[config.mk]
export PLATFORM = sky130hd
export DESIGN_NAME = bpsrc_top
export DESIGN_NICKNAME = d
export VERILOG_FILES = /design/src/rtl/bpsrc_pkg.sv /design/src/rtl/bpsrc_cfg_if.sv /design/src/rtl/bpsrc_top.sv /design/src/rtl/bpsrc_cfg_regs.sv
export SDC_FILE = /design/constraint.sdc
export NUM_CORES = 1
export LEC_CHECK = 0
export ABC_AREA = 1
export BUFFER_PORTS_ARGS = -buffer_cell sky130_fd_sc_hd__clkbuf_2
export CORE_ASPECT_RATIO = 0.8
export CORE_UTILIZATION = 53
export DETAILED_ROUTE_END_ITERATION = 10
export MAX_ROUTING_LAYER = met4
export PLACE_DENSITY = 0.76
export SLEW_MARGIN = 10
export SYNTH_ARGS = -nofsm -noshare
export SYNTH_HDL_FRONTEND = slang
export SYNTH_SLANG_ARGS = --single-unit
[constraint.sdc]
create_clock -name core_clk -period 4.85 [get_ports core_clk]
set_input_delay 0.97 -clock core_clk [delete_from_list [all_inputs] [get_ports core_clk]]
set_output_delay 0.97 -clock core_clk [all_outputs]
set_load 0.005 [all_outputs]
[src/rtl/bpsrc_pkg.sv]
`default_nettype none
package bpsrc_pkg;
    // Power states, Gray coded along active -> low power -> deep sleep.
    typedef enum logic [1:0] {
        BPSRC_ACTIVE = 2'b00,
        BPSRC_LOWPWR = 2'b01,
        BPSRC_DEEP = 2'b11
    } bpsrc_pstate_t;

    // Start-up sequencer states, Gray coded.
    typedef enum logic [1:0] {
        BPSRC_SU_RESET = 2'b00,
        BPSRC_SU_BOOT = 2'b01,
        BPSRC_SU_READY = 2'b11
    } bpsrc_su_t;

    localparam int unsigned CLK_MHZ = 100;
    localparam logic [15:0] SET_POWER_ADDR = 16'h0600;
    localparam logic [2:0] SET_POWER_D0 = 3'h1;
    localparam logic [2:0] SET_POWER_D3 = 3'h2;
    localparam int unsigned RISE_QUAL_US = 100;
    localparam int unsigned RELEASE_US = 1000;
    localparam int unsigned DIP_QUAL_US = 10;
    localparam int unsigned STARTUP_MAX_MS = 90;
    localparam int unsigned RST_MIN_US = 10;
    localparam int unsigned RISE_QUAL_CYC = RISE_QUAL_US * CLK_MHZ;
    localparam int unsigned RELEASE_CYC = RELEASE_US * CLK_MHZ;
    localparam int unsigned DIP_QUAL_CYC = DIP_QUAL_US * CLK_MHZ;
    localparam int unsigned STARTUP_MAX_CYC = STARTUP_MAX_MS * 1000 * CLK_MHZ;
    localparam int unsigned RST_MIN_CYC = RST_MIN_US * CLK_MHZ;
    localparam int unsigned BOOT_CYC = 1000 * CLK_MHZ;
endpackage
`default_nettype wire

[src/rtl/bpsrc_cfg_if.sv]
`default_nettype none
interface bpsrc_cfg_if;
    logic wr_en;
    logic [7:0] wr_addr;
    logic [7:0] wr_data;
    logic [7:0] rd_addr;
    logic [7:0] rd_data;
    modport owner (input wr_en, input wr_addr, input wr_data,
        input rd_addr, output rd_data);
    modport user (output wr_en, output wr_addr, output wr_data,
        output rd_addr, input rd_data);
endinterface
`default_nettype wire

[src/rtl/bpsrc_top.sv]
// Operation
// - Internal reset held until supply qualified plus delay
// - Long supply dip reasserts reset, short ignored
// - AUX write D3 to 00600h enters low power
// - Low power keeps AUX/HPD, tristates link and panel
// - AUX write D0 to 00600h returns active
// - I2C slave silent in low power
// - Deep sleep pin low enters deep power-saving
// - Deep power-saving ignores AUX, I2C and configuration pins
// - One register space shared by AUX and I2C
// - Register override replaces configuration pin value
// - Operational within 90 ms of valid supply
// - Ready within 90 ms of reset pin rise
// - Hot plug high within 90 ms of wake
// - Low power: panel enables low, outputs pulled down
// - Deep sleep: backlight low, outputs pulled down
`default_nettype none
module bpsrc_top
    import bpsrc_pkg::*;
#(
    parameter int unsigned RISE_QUAL = RISE_QUAL_CYC,
    parameter int unsigned RELEASE = RELEASE_CYC,
    parameter int unsigned DIP_QUAL = DIP_QUAL_CYC,
    parameter int unsigned BOOT = BOOT_CYC,
    parameter int unsigned RST_MIN = RST_MIN_CYC
) (
    // Clock and reset.
    input wire logic core_clk,
    input wire logic rst_n,
    // Supply monitor comparators.
    input wire logic core_above_high,
    input wire logic core_below_low,
    // System controller pins.
    input wire logic ext_reset_pin_n,
    input wire logic deep_sleep_pin_n,
    // AUX register writes.
    input wire logic aux_wr_en,
    input wire logic [15:0] aux_wr_addr,
    input wire logic [7:0] aux_wr_data,
    // I2C slave register access.
    input wire logic i2c_wr_en,
    input wire logic [7:0] i2c_addr,
    input wire logic [7:0] i2c_wr_data,
    output logic [7:0] i2c_rd_data,
    output logic i2c_ack_en,
    // Configuration pins and resolved settings.
    input wire logic [3:0] cfg_pins,
    output logic [3:0] cfg_effective,
    // Panel requests from the video path.
    input wire logic panel_power_req,
    input wire logic backlight_req,
    // Outputs.
    output logic internal_reset_n,
    output logic hot_plug_output,
    output logic panel_power_enable,
    output logic backlight_enable,
    output logic link_rx_enable,
    output logic panel_bus_drive_en,
    output logic panel_pulldown_en,
    output logic aux_enable,
    output logic [1:0] power_state
);
    localparam logic [7:0] CFG_OVR_ADDR = 8'h00;
    localparam logic [7:0] CFG_VAL_ADDR = 8'h01;
    localparam int CW = 32;

    ////////////////////////////////////////////////////////////////////////
    // Power-on reset filter.
    logic por_n_reg, por_n_next;
    logic [CW-1:0] por_cnt_reg, por_cnt_next;
    logic por_qual_reg, por_qual_next;

    always_comb begin
        por_n_next = por_n_reg;
        por_cnt_next = por_cnt_reg;
        por_qual_next = por_qual_reg;
        if (!por_n_reg) begin
            if (!por_qual_reg) begin
                if (core_above_high) begin
                    por_cnt_next = por_cnt_reg + 1'b1;
                    if (por_cnt_reg >= CW'(RISE_QUAL)) begin
                        por_qual_next = 1'b1;
                        por_cnt_next = '0;
                    end
                end else begin
                    por_cnt_next = '0;
                end
            end else begin
                por_cnt_next = por_cnt_reg + 1'b1;
                if (por_cnt_reg >= CW'(RELEASE) - 1) begin
                    por_n_next = 1'b1;
                    por_cnt_next = '0;
                end
            end
        end else begin
            // Only a dip longer than the qualify time counts.
            if (core_below_low) begin
                por_cnt_next = por_cnt_reg + 1'b1;
                if (por_cnt_reg >= CW'(DIP_QUAL)) begin
                    por_n_next = 1'b0;
                    por_qual_next = 1'b0;
                    por_cnt_next = '0;
                end
            end else begin
                por_cnt_next = '0;
            end
        end
    end

    always_ff @(posedge core_clk or negedge rst_n) begin
        if (!rst_n) begin
            por_n_reg <= 1'b0;
            por_cnt_reg <= '0;
            por_qual_reg <= 1'b0;
        end else begin
            por_n_reg <= por_n_next;
            por_cnt_reg <= por_cnt_next;
            por_qual_reg <= por_qual_next;
        end
    end

    ////////////////////////////////////////////////////////////////////////
    // External reset pin qualification and start-up sequencer.
    // Pulses shorter than the minimum width are not accepted, so a glitch
    // on the controller's line cannot restart the bridge.
    logic [CW-1:0] xrst_cnt_reg, xrst_cnt_next;
    logic xrst_hit_reg, xrst_hit_next;
    bpsrc_su_t su_reg, su_next;
    logic [CW-1:0] su_cnt_reg, su_cnt_next;
    logic ready;

    always_comb begin
        xrst_cnt_next = '0;
        xrst_hit_next = 1'b0;
        if (!ext_reset_pin_n) begin
            xrst_cnt_next = xrst_cnt_reg;
            if (xrst_cnt_reg < CW'(RST_MIN)) begin
                xrst_cnt_next = xrst_cnt_reg + 1'b1;
            end
            xrst_hit_next = xrst_cnt_reg >= CW'(RST_MIN) - 1;
        end
    end

    always_comb begin
        su_next = su_reg;
        su_cnt_next = su_cnt_reg;
        case (su_reg)
            BPSRC_SU_RESET: begin
                su_cnt_next = '0;
                if (por_n_reg && ext_reset_pin_n) begin
                    su_next = BPSRC_SU_BOOT;
                end
            end
            BPSRC_SU_BOOT: begin
                // Boot time stays below the 90 ms limit.
                su_cnt_next = su_cnt_reg + 1'b1;
                if (su_cnt_reg >= CW'(BOOT) - 1) begin
                    su_next = BPSRC_SU_READY;
                end
            end
            BPSRC_SU_READY: su_cnt_next = '0;
            default: su_next = BPSRC_SU_RESET;
        endcase
        if (!por_n_reg || xrst_hit_reg) begin
            su_next = BPSRC_SU_RESET;
        end
    end

    always_ff @(posedge core_clk or negedge rst_n) begin
        if (!rst_n) begin
            xrst_cnt_reg <= '0;
            xrst_hit_reg <= 1'b0;
            su_reg <= BPSRC_SU_RESET;
            su_cnt_reg <= '0;
        end else begin
            xrst_cnt_reg <= xrst_cnt_next;
            xrst_hit_reg <= xrst_hit_next;
            su_reg <= su_next;
            su_cnt_reg <= su_cnt_next;
        end
    end

    assign ready = (su_reg == BPSRC_SU_READY);

    ////////////////////////////////////////////////////////////////////////
    // Power state machine.
    bpsrc_pstate_t ps_reg, ps_next;
    logic set_pwr_wr;

    assign set_pwr_wr = aux_wr_en && aux_wr_addr == SET_POWER_ADDR;

    always_comb begin
        ps_next = ps_reg;
        case (ps_reg)
            BPSRC_ACTIVE: begin
                if (set_pwr_wr && aux_wr_data[2:0] == SET_POWER_D3) begin
                    ps_next = BPSRC_LOWPWR;
                end
            end
            BPSRC_LOWPWR: begin
                if (set_pwr_wr && aux_wr_data[2:0] == SET_POWER_D0) begin
                    ps_next = BPSRC_ACTIVE;
                end
            end
            BPSRC_DEEP: begin
                if (deep_sleep_pin_n) begin
                    ps_next = BPSRC_ACTIVE;
                end
            end
            default: ps_next = BPSRC_ACTIVE;
        endcase
        if (!deep_sleep_pin_n) begin
            ps_next = BPSRC_DEEP;
        end
        if (!ready) begin
            ps_next = BPSRC_ACTIVE;
        end
    end

    always_ff @(posedge core_clk or negedge rst_n) begin
        if (!rst_n) begin
            ps_reg <= BPSRC_ACTIVE;
        end else begin
            ps_reg <= ps_next;
        end
    end

    ////////////////////////////////////////////////////////////////////////
    // Shared register space.
    bpsrc_cfg_if cfg_bus ();
    logic aux_ok, i2c_ok;

    // Accesses only count when the interface is awake.
    assign aux_ok = ready && ps_reg != BPSRC_DEEP;
    assign i2c_ok = ready && ps_reg == BPSRC_ACTIVE;

    always_comb begin
        cfg_bus.wr_en = 1'b0;
        cfg_bus.wr_addr = 8'h00;
        cfg_bus.wr_data = 8'h00;
        cfg_bus.rd_addr = i2c_addr;
        // AUX wins a same-cycle collision; the I2C write in that cycle is dropped, not retried.
        if (aux_ok && aux_wr_en && aux_wr_addr[15:8] == 8'h00) begin
            cfg_bus.wr_en = 1'b1;
            cfg_bus.wr_addr = aux_wr_addr[7:0];
            cfg_bus.wr_data = aux_wr_data;
        end else if (i2c_ok && i2c_wr_en) begin
            cfg_bus.wr_en = 1'b1;
            cfg_bus.wr_addr = i2c_addr;
            cfg_bus.wr_data = i2c_wr_data;
        end
    end

    bpsrc_cfg_regs #(.DEPTH(16)) u_regs (
        .core_clk(core_clk),
        .rst_n(rst_n),
        .cfg(cfg_bus.owner)
    );

    logic [7:0] ovr_reg, ovr_next, val_reg, val_next;
    always_comb begin
        ovr_next = ovr_reg;
        val_next = val_reg;
        if (cfg_bus.wr_en && cfg_bus.wr_addr == CFG_OVR_ADDR) begin
            ovr_next = cfg_bus.wr_data;
        end
        if (cfg_bus.wr_en && cfg_bus.wr_addr == CFG_VAL_ADDR) begin
            val_next = cfg_bus.wr_data;
        end
    end

    ////////////////////////////////////////////////////////////////////////
    // Registered outputs.
    logic [7:0] rd_next;
    logic ack_next, hpd_next, ppe_next, bkl_next, lrx_next, pbd_next;
    logic pdn_next, aux_next;
    logic [3:0] cfge_next;
    logic act;

    always_comb begin
        act = ready && ps_reg == BPSRC_ACTIVE;
        rd_next = i2c_ok ? cfg_bus.rd_data : 8'h00;
        ack_next = i2c_ok;
        hpd_next = ready && ps_reg != BPSRC_DEEP;
        ppe_next = act && panel_power_req;
        bkl_next = act && backlight_req;
        lrx_next = act;
        pbd_next = act;
        pdn_next = !act;
        aux_next = aux_ok;
        // Register bits override the pin value per field.
        cfge_next = (ovr_reg[3:0] & val_reg[3:0]) |
            (~ovr_reg[3:0] & (ps_reg == BPSRC_DEEP ? 4'h0 : cfg_pins));
    end

    always_ff @(posedge core_clk or negedge rst_n) begin
        if (!rst_n) begin
            ovr_reg <= 8'h00;
            val_reg <= 8'h00;
            i2c_rd_data <= 8'h00;
            i2c_ack_en <= 1'b0;
            cfg_effective <= 4'h0;
            internal_reset_n <= 1'b0;
            hot_plug_output <= 1'b0;
            panel_power_enable <= 1'b0;
            backlight_enable <= 1'b0;
            link_rx_enable <= 1'b0;
            panel_bus_drive_en <= 1'b0;
            panel_pulldown_en <= 1'b1;
            aux_enable <= 1'b0;
            power_state <= 2'b00;
        end else begin
            ovr_reg <= ovr_next;
            val_reg <= val_next;
            i2c_rd_data <= rd_next;
            i2c_ack_en <= ack_next;
            cfg_effective <= cfge_next;
            internal_reset_n <= por_n_reg;
            hot_plug_output <= hpd_next;
            panel_power_enable <= ppe_next;
            backlight_enable <= bkl_next;
            link_rx_enable <= lrx_next;
            panel_bus_drive_en <= pbd_next;
            panel_pulldown_en <= pdn_next;
            aux_enable <= aux_next;
            // Show the forced state at once, in step with the gated enables.
            power_state <= ready ? ps_reg : BPSRC_ACTIVE;
        end
    end
endmodule
`default_nettype wire

[src/rtl/bpsrc_cfg_regs.sv]
`default_nettype none
module bpsrc_cfg_regs
    import bpsrc_pkg::*;
#(
    parameter int unsigned DEPTH = 16
) (
    // Clock and reset.
    input wire logic core_clk,
    input wire logic rst_n,
    // Shared access port.
    bpsrc_cfg_if.owner cfg
);
    logic [7:0] mem_reg [DEPTH];
    logic [7:0] mem_next [DEPTH];

    // One storage array serves both AUX and I2C accesses.
    genvar g;
    generate
        for (g = 0; g < DEPTH; g++) begin : g_ent
            always_comb begin
                mem_next[g] = mem_reg[g];
                if (cfg.wr_en && cfg.wr_addr == 8'(g)) begin
                    mem_next[g] = cfg.wr_data;
                end
            end
            always_ff @(posedge core_clk or negedge rst_n) begin
                if (!rst_n) begin
                    mem_reg[g] <= 8'h00;
                end else begin
                    mem_reg[g] <= mem_next[g];
                end
            end
        end
    endgenerate

    always_comb begin
        cfg.rd_data = 8'h00;
        if (cfg.rd_addr < 8'(DEPTH)) begin
            cfg.rd_data = mem_reg[cfg.rd_addr[$clog2(DEPTH)-1:0]];
        end
    end
endmodule
`default_nettype wire

After elaboration in Yosys (flattened, before gate mapping) --
Index checks and enable logic that the tools add are counted.
Storage, ports and cells: bits in registers 251, bits of input ports 54, logic and storage cells 163
Operators by class: add/sub/neg operators 3, $lt $le $gt $ge 8, equal/unequal tests 30, muxes and demuxes 44, bitwise gates (word level) 5, reduce and logical (&&, ||, !) cells 40
Operators with widths (number):
- 2-to-1 mux 32 bit | 9
- adder 32 x 1 -> 32 bit, second input constant | 3
- equality test 8 x 4 -> 1 bit, second input constant | 8
- >= comparator 32 x 10 -> 1 bit, second input constant | 2
- >= comparator 32 x 17 -> 1 bit, second input constant | 2
- 2-to-1 mux 8 bit | 8
- one-hot mux 32 bit (2 select lines) | 1
- binary-select mux 8 bit (select 4 bit) | 1
- equality test 8 x 3 -> 1 bit, second input constant | 4
- >= comparator 32 x 14 -> 1 bit, second input constant | 1
- less-than comparator 32 x 10 -> 1 bit, second input constant | 1
- logical AND 1 bit | 27
- equality test 16 x 11 -> 1 bit, second input constant | 1
- equality test 8 x 2 -> 1 bit, second input constant | 2
- zero test 8 bit | 2
- 2-to-1 mux 2 bit | 8
- 2-to-1 mux 1 bit | 14
- bitwise AND 4 bit | 2
- equality test 8 x 1 -> 1 bit, second input constant | 1
- less-than comparator 8 x 5 -> 1 bit, second input constant | 1
- inequality test 4 bit, second input constant | 2
- inequality test 3 bit, second input constant | 2
- one-hot mux 2 bit (3 select lines) | 1
- >= comparator 5 bit, second input constant | 1
- other kinds (18) | 26

Depth between registers and ports, before layout --
Gate-level depths: netlist (run 1).
depth after elaboration 7, depth in mapped cells 13

Modules after synthesis --
From an unflattened synthesis (run 1), not the netlist that was laid out.
Second synthesis, totals: cell total of the unflattened synthesis 1677, area, all modules 13030.0 um^2
Modules (own cells, without submodules):
- bpsrc_top | instances 1, cells an instance 847, area an instance 6781.5 um^2
- bpsrc_cfg_regs | instances 1, cells an instance 830, area an instance 6248.5 um^2

Least setup slack after synthesis (run 1) --
OpenSTA, ideal clock, no wires.
path type input to register, start point in aux_wr_addr[15], end point reg u_regs.mem_reg[55] (netlist bit), library setup time 0.120 ns, arrival 2.257 ns, data required time 4.730 ns, path slack 2.473 ns, stages on the path 10, buffers on the path 2, cell sequence nor2_1 nand2_1 nor2_2 buf_2 nand3_1 nand2_4 nand3_4 buf_2 o21ai_1 nand2_1
On the way: longest elaborated chain between the ends 5, elaborated cells on any way between the ends 7, classes of those cells eq/ne: 1; mux: 3; reduce/logical: 3
RTL lines:
- from (decl) | RTL line bpsrc_top.sv:38 | input wire logic [15:0] aux_wr_addr,
- zero test 8 bit (*) | RTL line bpsrc_top.sv:243 | if (aux_ok && aux_wr_en && aux_wr_addr[15:8] == 8'h00) begin
- logical AND 1 bit (*) | RTL line bpsrc_top.sv:243
- 2-to-1 mux 8 bit | RTL line bpsrc_top.sv:243
- equality test 8 x 4 -> 1 bit | RTL line bpsrc_cfg_regs.sv:22 | if (cfg.wr_en && cfg.wr_addr == 8'(g)) begin
- logical AND 1 bit | RTL line bpsrc_cfg_regs.sv:22
- to (signal, indexed assignment) | RTL line bpsrc_cfg_regs.sv:30 | mem_reg[g] <= mem_next[g];
- to (decl) | RTL line bpsrc_cfg_regs.sv:13 | logic [7:0] mem_reg [DEPTH];
Every way passes the cells marked *; elsewhere a longest branch is shown, timed or not. A chain may end at the register's enable or synchronous reset.

==> flow_summary.toml, run 1 <==
[status]
status = "finished clean"

[timing]
finalSetupTns_ns = 0
hold_viol_final = 0
worstMarginPinSlew_ns = 0.998
hold-worst-slack_ns = 0.438
skew_ns = 0.0224
period_needed_ns = 3.07
setup_violations = 0
fmax_mhz = 326
finalCritPeriodShare_pct = 63.3
drv_slew = 0
slew_headroom_pct = 33.5
rsz0062_at_grt = "no"

[critical_path]
crit_path_end_kind = "flop"
worstPathRequired_ns = 5.29
crit_type = "reg2reg"
startpoint_type = "flop"
slowest_delay_ns = 0.54
crit_chain = "ha_1 > nand2_2 > nor2_4 > nand2_2 > nand2_1 > nand2_4 > nor2_2 > buf_4 > nand3_2 > nand2_1 > nand2_1"
path_max_fanout = 15
cp_common_cell = "nand2_1"
cp_slowest_cell = "nor2_2"
cp.arrival_ns = 3.51

[drt]
antenna_left = 0
vias = 11100
drc = 0
drt-pass1-iter-count = 5
routedWlPerCell_um = 16.3
drt-initial-drc-count = 955
viasPerCell = 5.65
wl_mm = 32.2

[place]
dp_hpwl_mm = 21.1
gp_congestion = 0.919
port_buffers = 76
dpl_cell_area_mm2 = 0.0132

[logic_synthesis]
synthTopCellsByArea = "dfrtp_1 50%, nand2_1 14%, nor2_1 5.6%"
ys_seq_area_share_pct = 50.0
netlist_area_mm2 = 0.0126
synth-seq-cells = 251
synth_top_cell_by_area = "dfrtp_1"
async_flop_share_pct = 100
syn_avg_cell_area_um2 = 7.99
synth_edf_count = 0
synth_cells = 1573
yosysUniqueCellTypes = 44
netlist.area_leader.share_pct = 49.8
synth_ff_type = "dfrtp_1"
synth_warnings = 0

[cts]
h-tree-depth = 1
cts_sinks = 251
cts-buffers-inserted = 26
cts_setup_buffers = 0
holdBufCountCts = 0
cts_tree = "done"
cts.path.max_buffers = 3
path_clk_slew_ns = 0.07
cts_resized = 0
cts-root-buf = "clkbuf_16"
worstSkewPairLatency_ns = 0.56

[pwr]
switchingPower_mw = 1.32
comb_power_share_pct = 10.9
vdd_drop_max_v = 0.000261
internal_power_mw = 3.67
power.density_mw_per_mm2 = 352
power_frac_clock_pct = 44.9
power_leakage_nw = 6.99
sequentialPowerShare_pct = 44.2
switching_share_pct = 26.4

[floorplan]
rows = 50
dieArea_mm2 = 0.0243
die_y_um = 140
core-area_mm2 = 0.0233
pin_count = 77
die_w_um = 174
initial_utilization_pct = 53.9

[cells_and_area]
design_area_mm2 = 0.0142
nets = 1703
layout_common_cells = "474 x nand2_1, 250 x dfrtp_1, 187 x nor2_1"
layout_commonest_cell = "nand2_1"
areaGrowthSynthToFinish_pct = 12.7
final_layout_size_suffix_gt1_share_pct = 11.8
fillerInstances = 2047
largest_reg_flops = 120
utilization_pct = 60.7

[global_routing]
track_usage_pct = 27.4
antenna_found_initial = 1
grt-ovfl-total = 0
grt_pass1_wl_mm = 52.6
grt_pass1_vias = 10400
grt_max_degree = 134

[min_path]
min_path_type = "reg2reg"

[run]
cap_violations = 0
cell type report:
type / count / area [um^2] / share of cell area, %
flip-flops and latches: 251 / 6280 / 44.3
multi-input cells: 1156 / 5580 / 39.4
clock buffers: 31 / 699 / 4.94
repair buffers: 87 / 510 / 3.60
inverters: 118 / 447 / 3.15
well taps: 312 / 390 / 2.76
clock inverters: 15 / 255 / 1.80
diodes: 1 / 2.50 / 0.0177
worst max-delay path: cells and delay by family (launching register included):
kind | cells | cell delay, ns
AND/OR/NAND/NOR | 9 | 1.83
flip-flops | 1 | 0.42
adder cells (fa/ha/maj) | 1 | 0.39
buffers and inverters | 1 | 0.28
synthesized netlist by cell type, types with 10 or more instances:
cell type	n
nand2_1	474
buf_4	15
o21ai_1	23
a21oi_1	50
inv_1	107
clkbuf_1	35
nand4_1	65
xor2_1	16
nand2_2	11
nor2_1	187
o221ai_1	32
nor3_1	23
nand3_2	10
o21ai_0	107
nor2_4	15
dfrtp_1	250
nand3_1	78
cell families (layout without fill, tap and decap cells):
kind of cell	after synthesis	in the layout	share of synthesized area [%]
AND/OR/NAND/NOR	894	894	31.9
other	1	16	0.0298
buffers and inverters	180	251	6.06
AO/OA/AOI/OAI	219	219	9.79
adder cells (fa/ha/maj)	9	9	0.896
XOR/XNOR	19	19	1.32
flip-flops	251	251	50.0
power by group through the flow:
stage | logic, mW | registers [mW] | clock network, mW
after floorplan | 0.348 | 2.23 | 0
after global placement | 0.527 | 2.24 | 0
after detailed placement | 0.541 | 2.24 | 0
after CTS | 0.543 | 2.20 | 2.26
after global routing | 0.615 | 2.21 | 2.34
final | 0.545 | 2.20 | 2.24
metal layers:
metal	vias to the layer above	wire length (um)	global-route usage (%)
met4	0	787	8.22
met2	503	14100	40.5
met3	68	3130	5.82
li1	5276	-	-
met1	5285	14200	37.9
met5	-	0	-
final timing paths:
path,end,slack (ns),cells after the start,startpoint
min in group asynchronous,su_cnt_reg[7],0.56,1,rst_n
worst max-delay path,val_reg[5],1.78,11,su_reg[0]
worst min-delay path,internal_reset_n,0.44,0,por_n_reg
max in group asynchronous,u_regs.mem_reg[52],3.38,2,rst_n
worst min register to register,internal_reset_n,0.44,0,por_n_reg
worst max register to register,val_reg[5],1.78,11,su_reg[0]
through the flow:
step	cells	setup slack (ns)	total power, mW
6_report	1971	1.78	4.98
5_1_grt	1971	1.57	5.17
4_1_cts	1970	1.82	5.01
3_5_place_dp	1924	1.35	2.78
3_3_place_gp	1924	1.44	2.76
2_1_floorplan	1587	2.47	2.58
Note: power is estimated with default switching activity, not from simulation.
==> run 2: changes to the inputs <==
--- a/config.mk
+++ b/config.mk
@@ -5,13 +5,13 @@
 export SDC_FILE = /design/constraint.sdc
 export NUM_CORES = 1
 export LEC_CHECK = 0
-export ABC_AREA = 1
+export ABC_AREA = 0
 export BUFFER_PORTS_ARGS = -buffer_cell sky130_fd_sc_hd__clkbuf_2
 export CORE_ASPECT_RATIO = 0.8
 export CORE_UTILIZATION = 53
 export DETAILED_ROUTE_END_ITERATION = 10
 export MAX_ROUTING_LAYER = met4
-export PLACE_DENSITY = 0.76
+export PLACE_DENSITY = 0.79
 export SLEW_MARGIN = 10
 export SYNTH_ARGS = -nofsm -noshare
 export SYNTH_HDL_FRONTEND = slang
==> constraint.sdc (replaced) <==
create_clock -name core_clk -period 2.8 [get_ports core_clk]
set_input_delay 0.56 -clock core_clk [delete_from_list [all_inputs] [get_ports core_clk]]
set_output_delay 0.56 -clock core_clk [all_outputs]
set_load 0.005 [all_outputs]
==> run 2 against run 1 <==
Core utilization grew 3.6 points. Sequential share of layout area is 2.2 points higher. Register-to-register slack lost 1.7 ns. Maximum frequency is 14% higher. Critical path type unchanged. Critical endpoint is now u_regs.mem_reg[49]. Largest cell class unchanged. Highest routed layer unchanged.
==> flow_summary.toml, run 2 <==
[cells_and_area]
nets = 1084
n_antenna_cell = 0
largest_reg_flops = 120
utilization_pct = 64.3
stdcell_count = 1305
layout_commonest_cell = "dfrtp_1"
final_layout_size_suffix_gt1_share_pct = 35.0
layout_common_cells = "250 x dfrtp_1, 127 x mux2_2, 75 x clkbuf_2"
areaGrowthSynthToFinish_pct = 17.0

[cts]
cts-root-buf = "clkbuf_16"
worstSkewPairLatency_ns = 0.53
cts_tree = "done"
cts.path.max_buffers = 3
path_clk_slew_ns = 0.06
cts-buffers-inserted = 24
h-tree-depth = 1
cts_sinks = 251

[pwr]
power_leakage_nw = 6.33
power.density_mw_per_mm2 = 564
switching_share_pct = 24.4
sequentialPowerShare_pct = 49.3
power_frac_clock_pct = 41.4
internal_power_mw = 5.76
comb_power_share_pct = 9.2
vdd_drop_max_v = 0.000356
switchingPower_mw = 1.86

[floorplan]
die_y_um = 134
dieArea_mm2 = 0.0224
die_w_um = 167
core-area_mm2 = 0.0210
pin_count = 77
rows = 47
initial_utilization_pct = 55.0

[timing]
period_needed_ns = 2.70
skew_ns = 0.0224
fmax_mhz = 371
fin_ws_ns = 0.104
setup_violations = 0
hold_viol_final = 0
slew_headroom_pct = 22.0
rsz0062_at_grt = "no"
worstMarginPinSlew_ns = 1.16
finalCritPeriodShare_pct = 96.3
drv_slew = 0
hold-worst-slack_ns = 0.0260

[place]
dp_hpwl_mm = 16.9
pre_cts_ws_ns = -0.395
gp_congestion = 0.882
dp.cells = 1262
port_buffers = 76

[logic_synthesis]
netlist.area_leader.share_pct = 54.2
synth_cells = 888
synth_warnings = 0
ys_seq_area_share_pct = 54.4
synth_top_cell_by_area = "dfrtp_1"
async_flop_share_pct = 100
synthTopCellsByArea = "dfrtp_1 54%, mux2_2 13%, mux4_2 7.8%"
synth_most_common_cell = "dfrtp_1"
synth_edf_count = 0
netlist_area_mm2 = 0.0115
syn_avg_cell_area_um2 = 13.0
synth-seq-cells = 251
ys_top_cells_by_count = "250 x dfrtp_1, 133 x mux2_2, 53 x nand2_1, 53 x nor2_1, 40 x mux4_2"
synth_ff_type = "dfrtp_1"
yosysUniqueCellTypes = 58

[global_routing]
grt-ovfl-total = 0
grt_max_degree = 85
track_usage_pct = 23.7
antenna_found_initial = 0
grt_pass1_vias = 7534
grt_pass1_wl_mm = 40.3

[drt]
drt-initial-drc-count = 573
drt-pass1-iter-count = 4
viasPerCell = 5.83
wl_mm = 24.8
routedWlPerCell_um = 19.0
vias = 7610
drc = 0
antenna_left = 0

[critical_path]
rr_worst_depth = 8
path_max_fanout = 8
crit_type = "reg2reg"
crit_chain = "ha_1 > a21bo_2 > nor4b_4 > buf_6 > mux2_2 > nor4_4 > buf_4 > mux2_2"
cp_slowest_cell = "mux2_2"
crit_cells = 8
slowest_delay_ns = 0.47
cp.arrival_ns = 3.09
cp_top_family = "multiplexers"
worstPathRequired_ns = 3.20
cp_common_cell = "mux2_2"
startpoint_type = "flop"
cp_num_buf_inv = 2
crit_path_end_kind = "flop"

[status]
status = "finished clean"

[run]
cap_violations = 0

[min_path]
min_path_type = "in2async"
run 2: what timing repair did:
action	in CTS	in global routing
gates resized for setup	2	3
hold buffers	0	0
setup endpoints to repair	14	84
setup buffers	0	2
cloned	0	0
run 2: power groups by stage:
stage	logic [mW]	registers, mW	clock network, mW
6_report	0.705	3.76	3.15
5_1_grt	0.798	3.77	3.36
4_1_cts	0.702	3.76	3.21
3_5_place_dp	0.692	3.83	0
3_3_place_gp	0.682	3.83	0
2_1_floorplan	0.398	3.82	0
run 2: kinds of logic after synthesis:
family / count (synthesis) / share of synthesized area, %
xor gates and xnor gates: 47 / 3.57
other: 1 / 0.0325
DFF: 251 / 54.4
muxes: 179 / 21.4
adders and majority gates: 9 / 0.976
buffers and inverters: 60 / 2.13
AOI/OAI and AO/OA: 67 / 3.45
and+or+nand+nor: 274 / 14.0
run 2: area by class of cell:
class	instances	area (um^2)
Sequential cell	251	6280
Tap cell	269	337
Clock buffer	35	692
Fill cell	1531	7490
Timing Repair Buffer	136	952
Inverter	17	63.8
Multi-Input combinational cell	591	5100
Clock inverter	6	68.8
run 2: stage by stage:
step / TNS (ns) / power [mW] / area, um^2
floorplan: -44.81 / 4.22 / 11600
global route: 0 / 7.92 / 13500
detailed placement: -40.36 / 4.52 / 12700
global placement: -35.72 / 4.51 / 12700
finish: 0 / 7.62 / 13500
CTS: 0 / 7.67 / 13500
run 2: worst paths after layout:
check	from	to	slack (ns)
setup / recovery	su_reg[0]	u_regs.mem_reg[49]	0.10
hold / removal	rst_n	u_regs.mem_reg[123]	0.03
setup reg to reg	su_reg[0]	u_regs.mem_reg[49]	0.10
hold reg to reg	u_regs.mem_reg[7]	u_regs.mem_reg[7]	0.50
max in group asynchronous	rst_n	xrst_hit_reg	1.97
min in group core_clk	deep_sleep_pin_n	ps_reg[1]	0.21
run 2: routing by layer:
| metal | GRT usage [%] | part of all wire [%] |
|---|---|---|
| met2 | 34.1 | 44 |
| met5 | - | 0 |
| met1 | 34.6 | 47 |
| met4 | 6.22 | 2.1 |
| met3 | 4.63 | 6.8 |
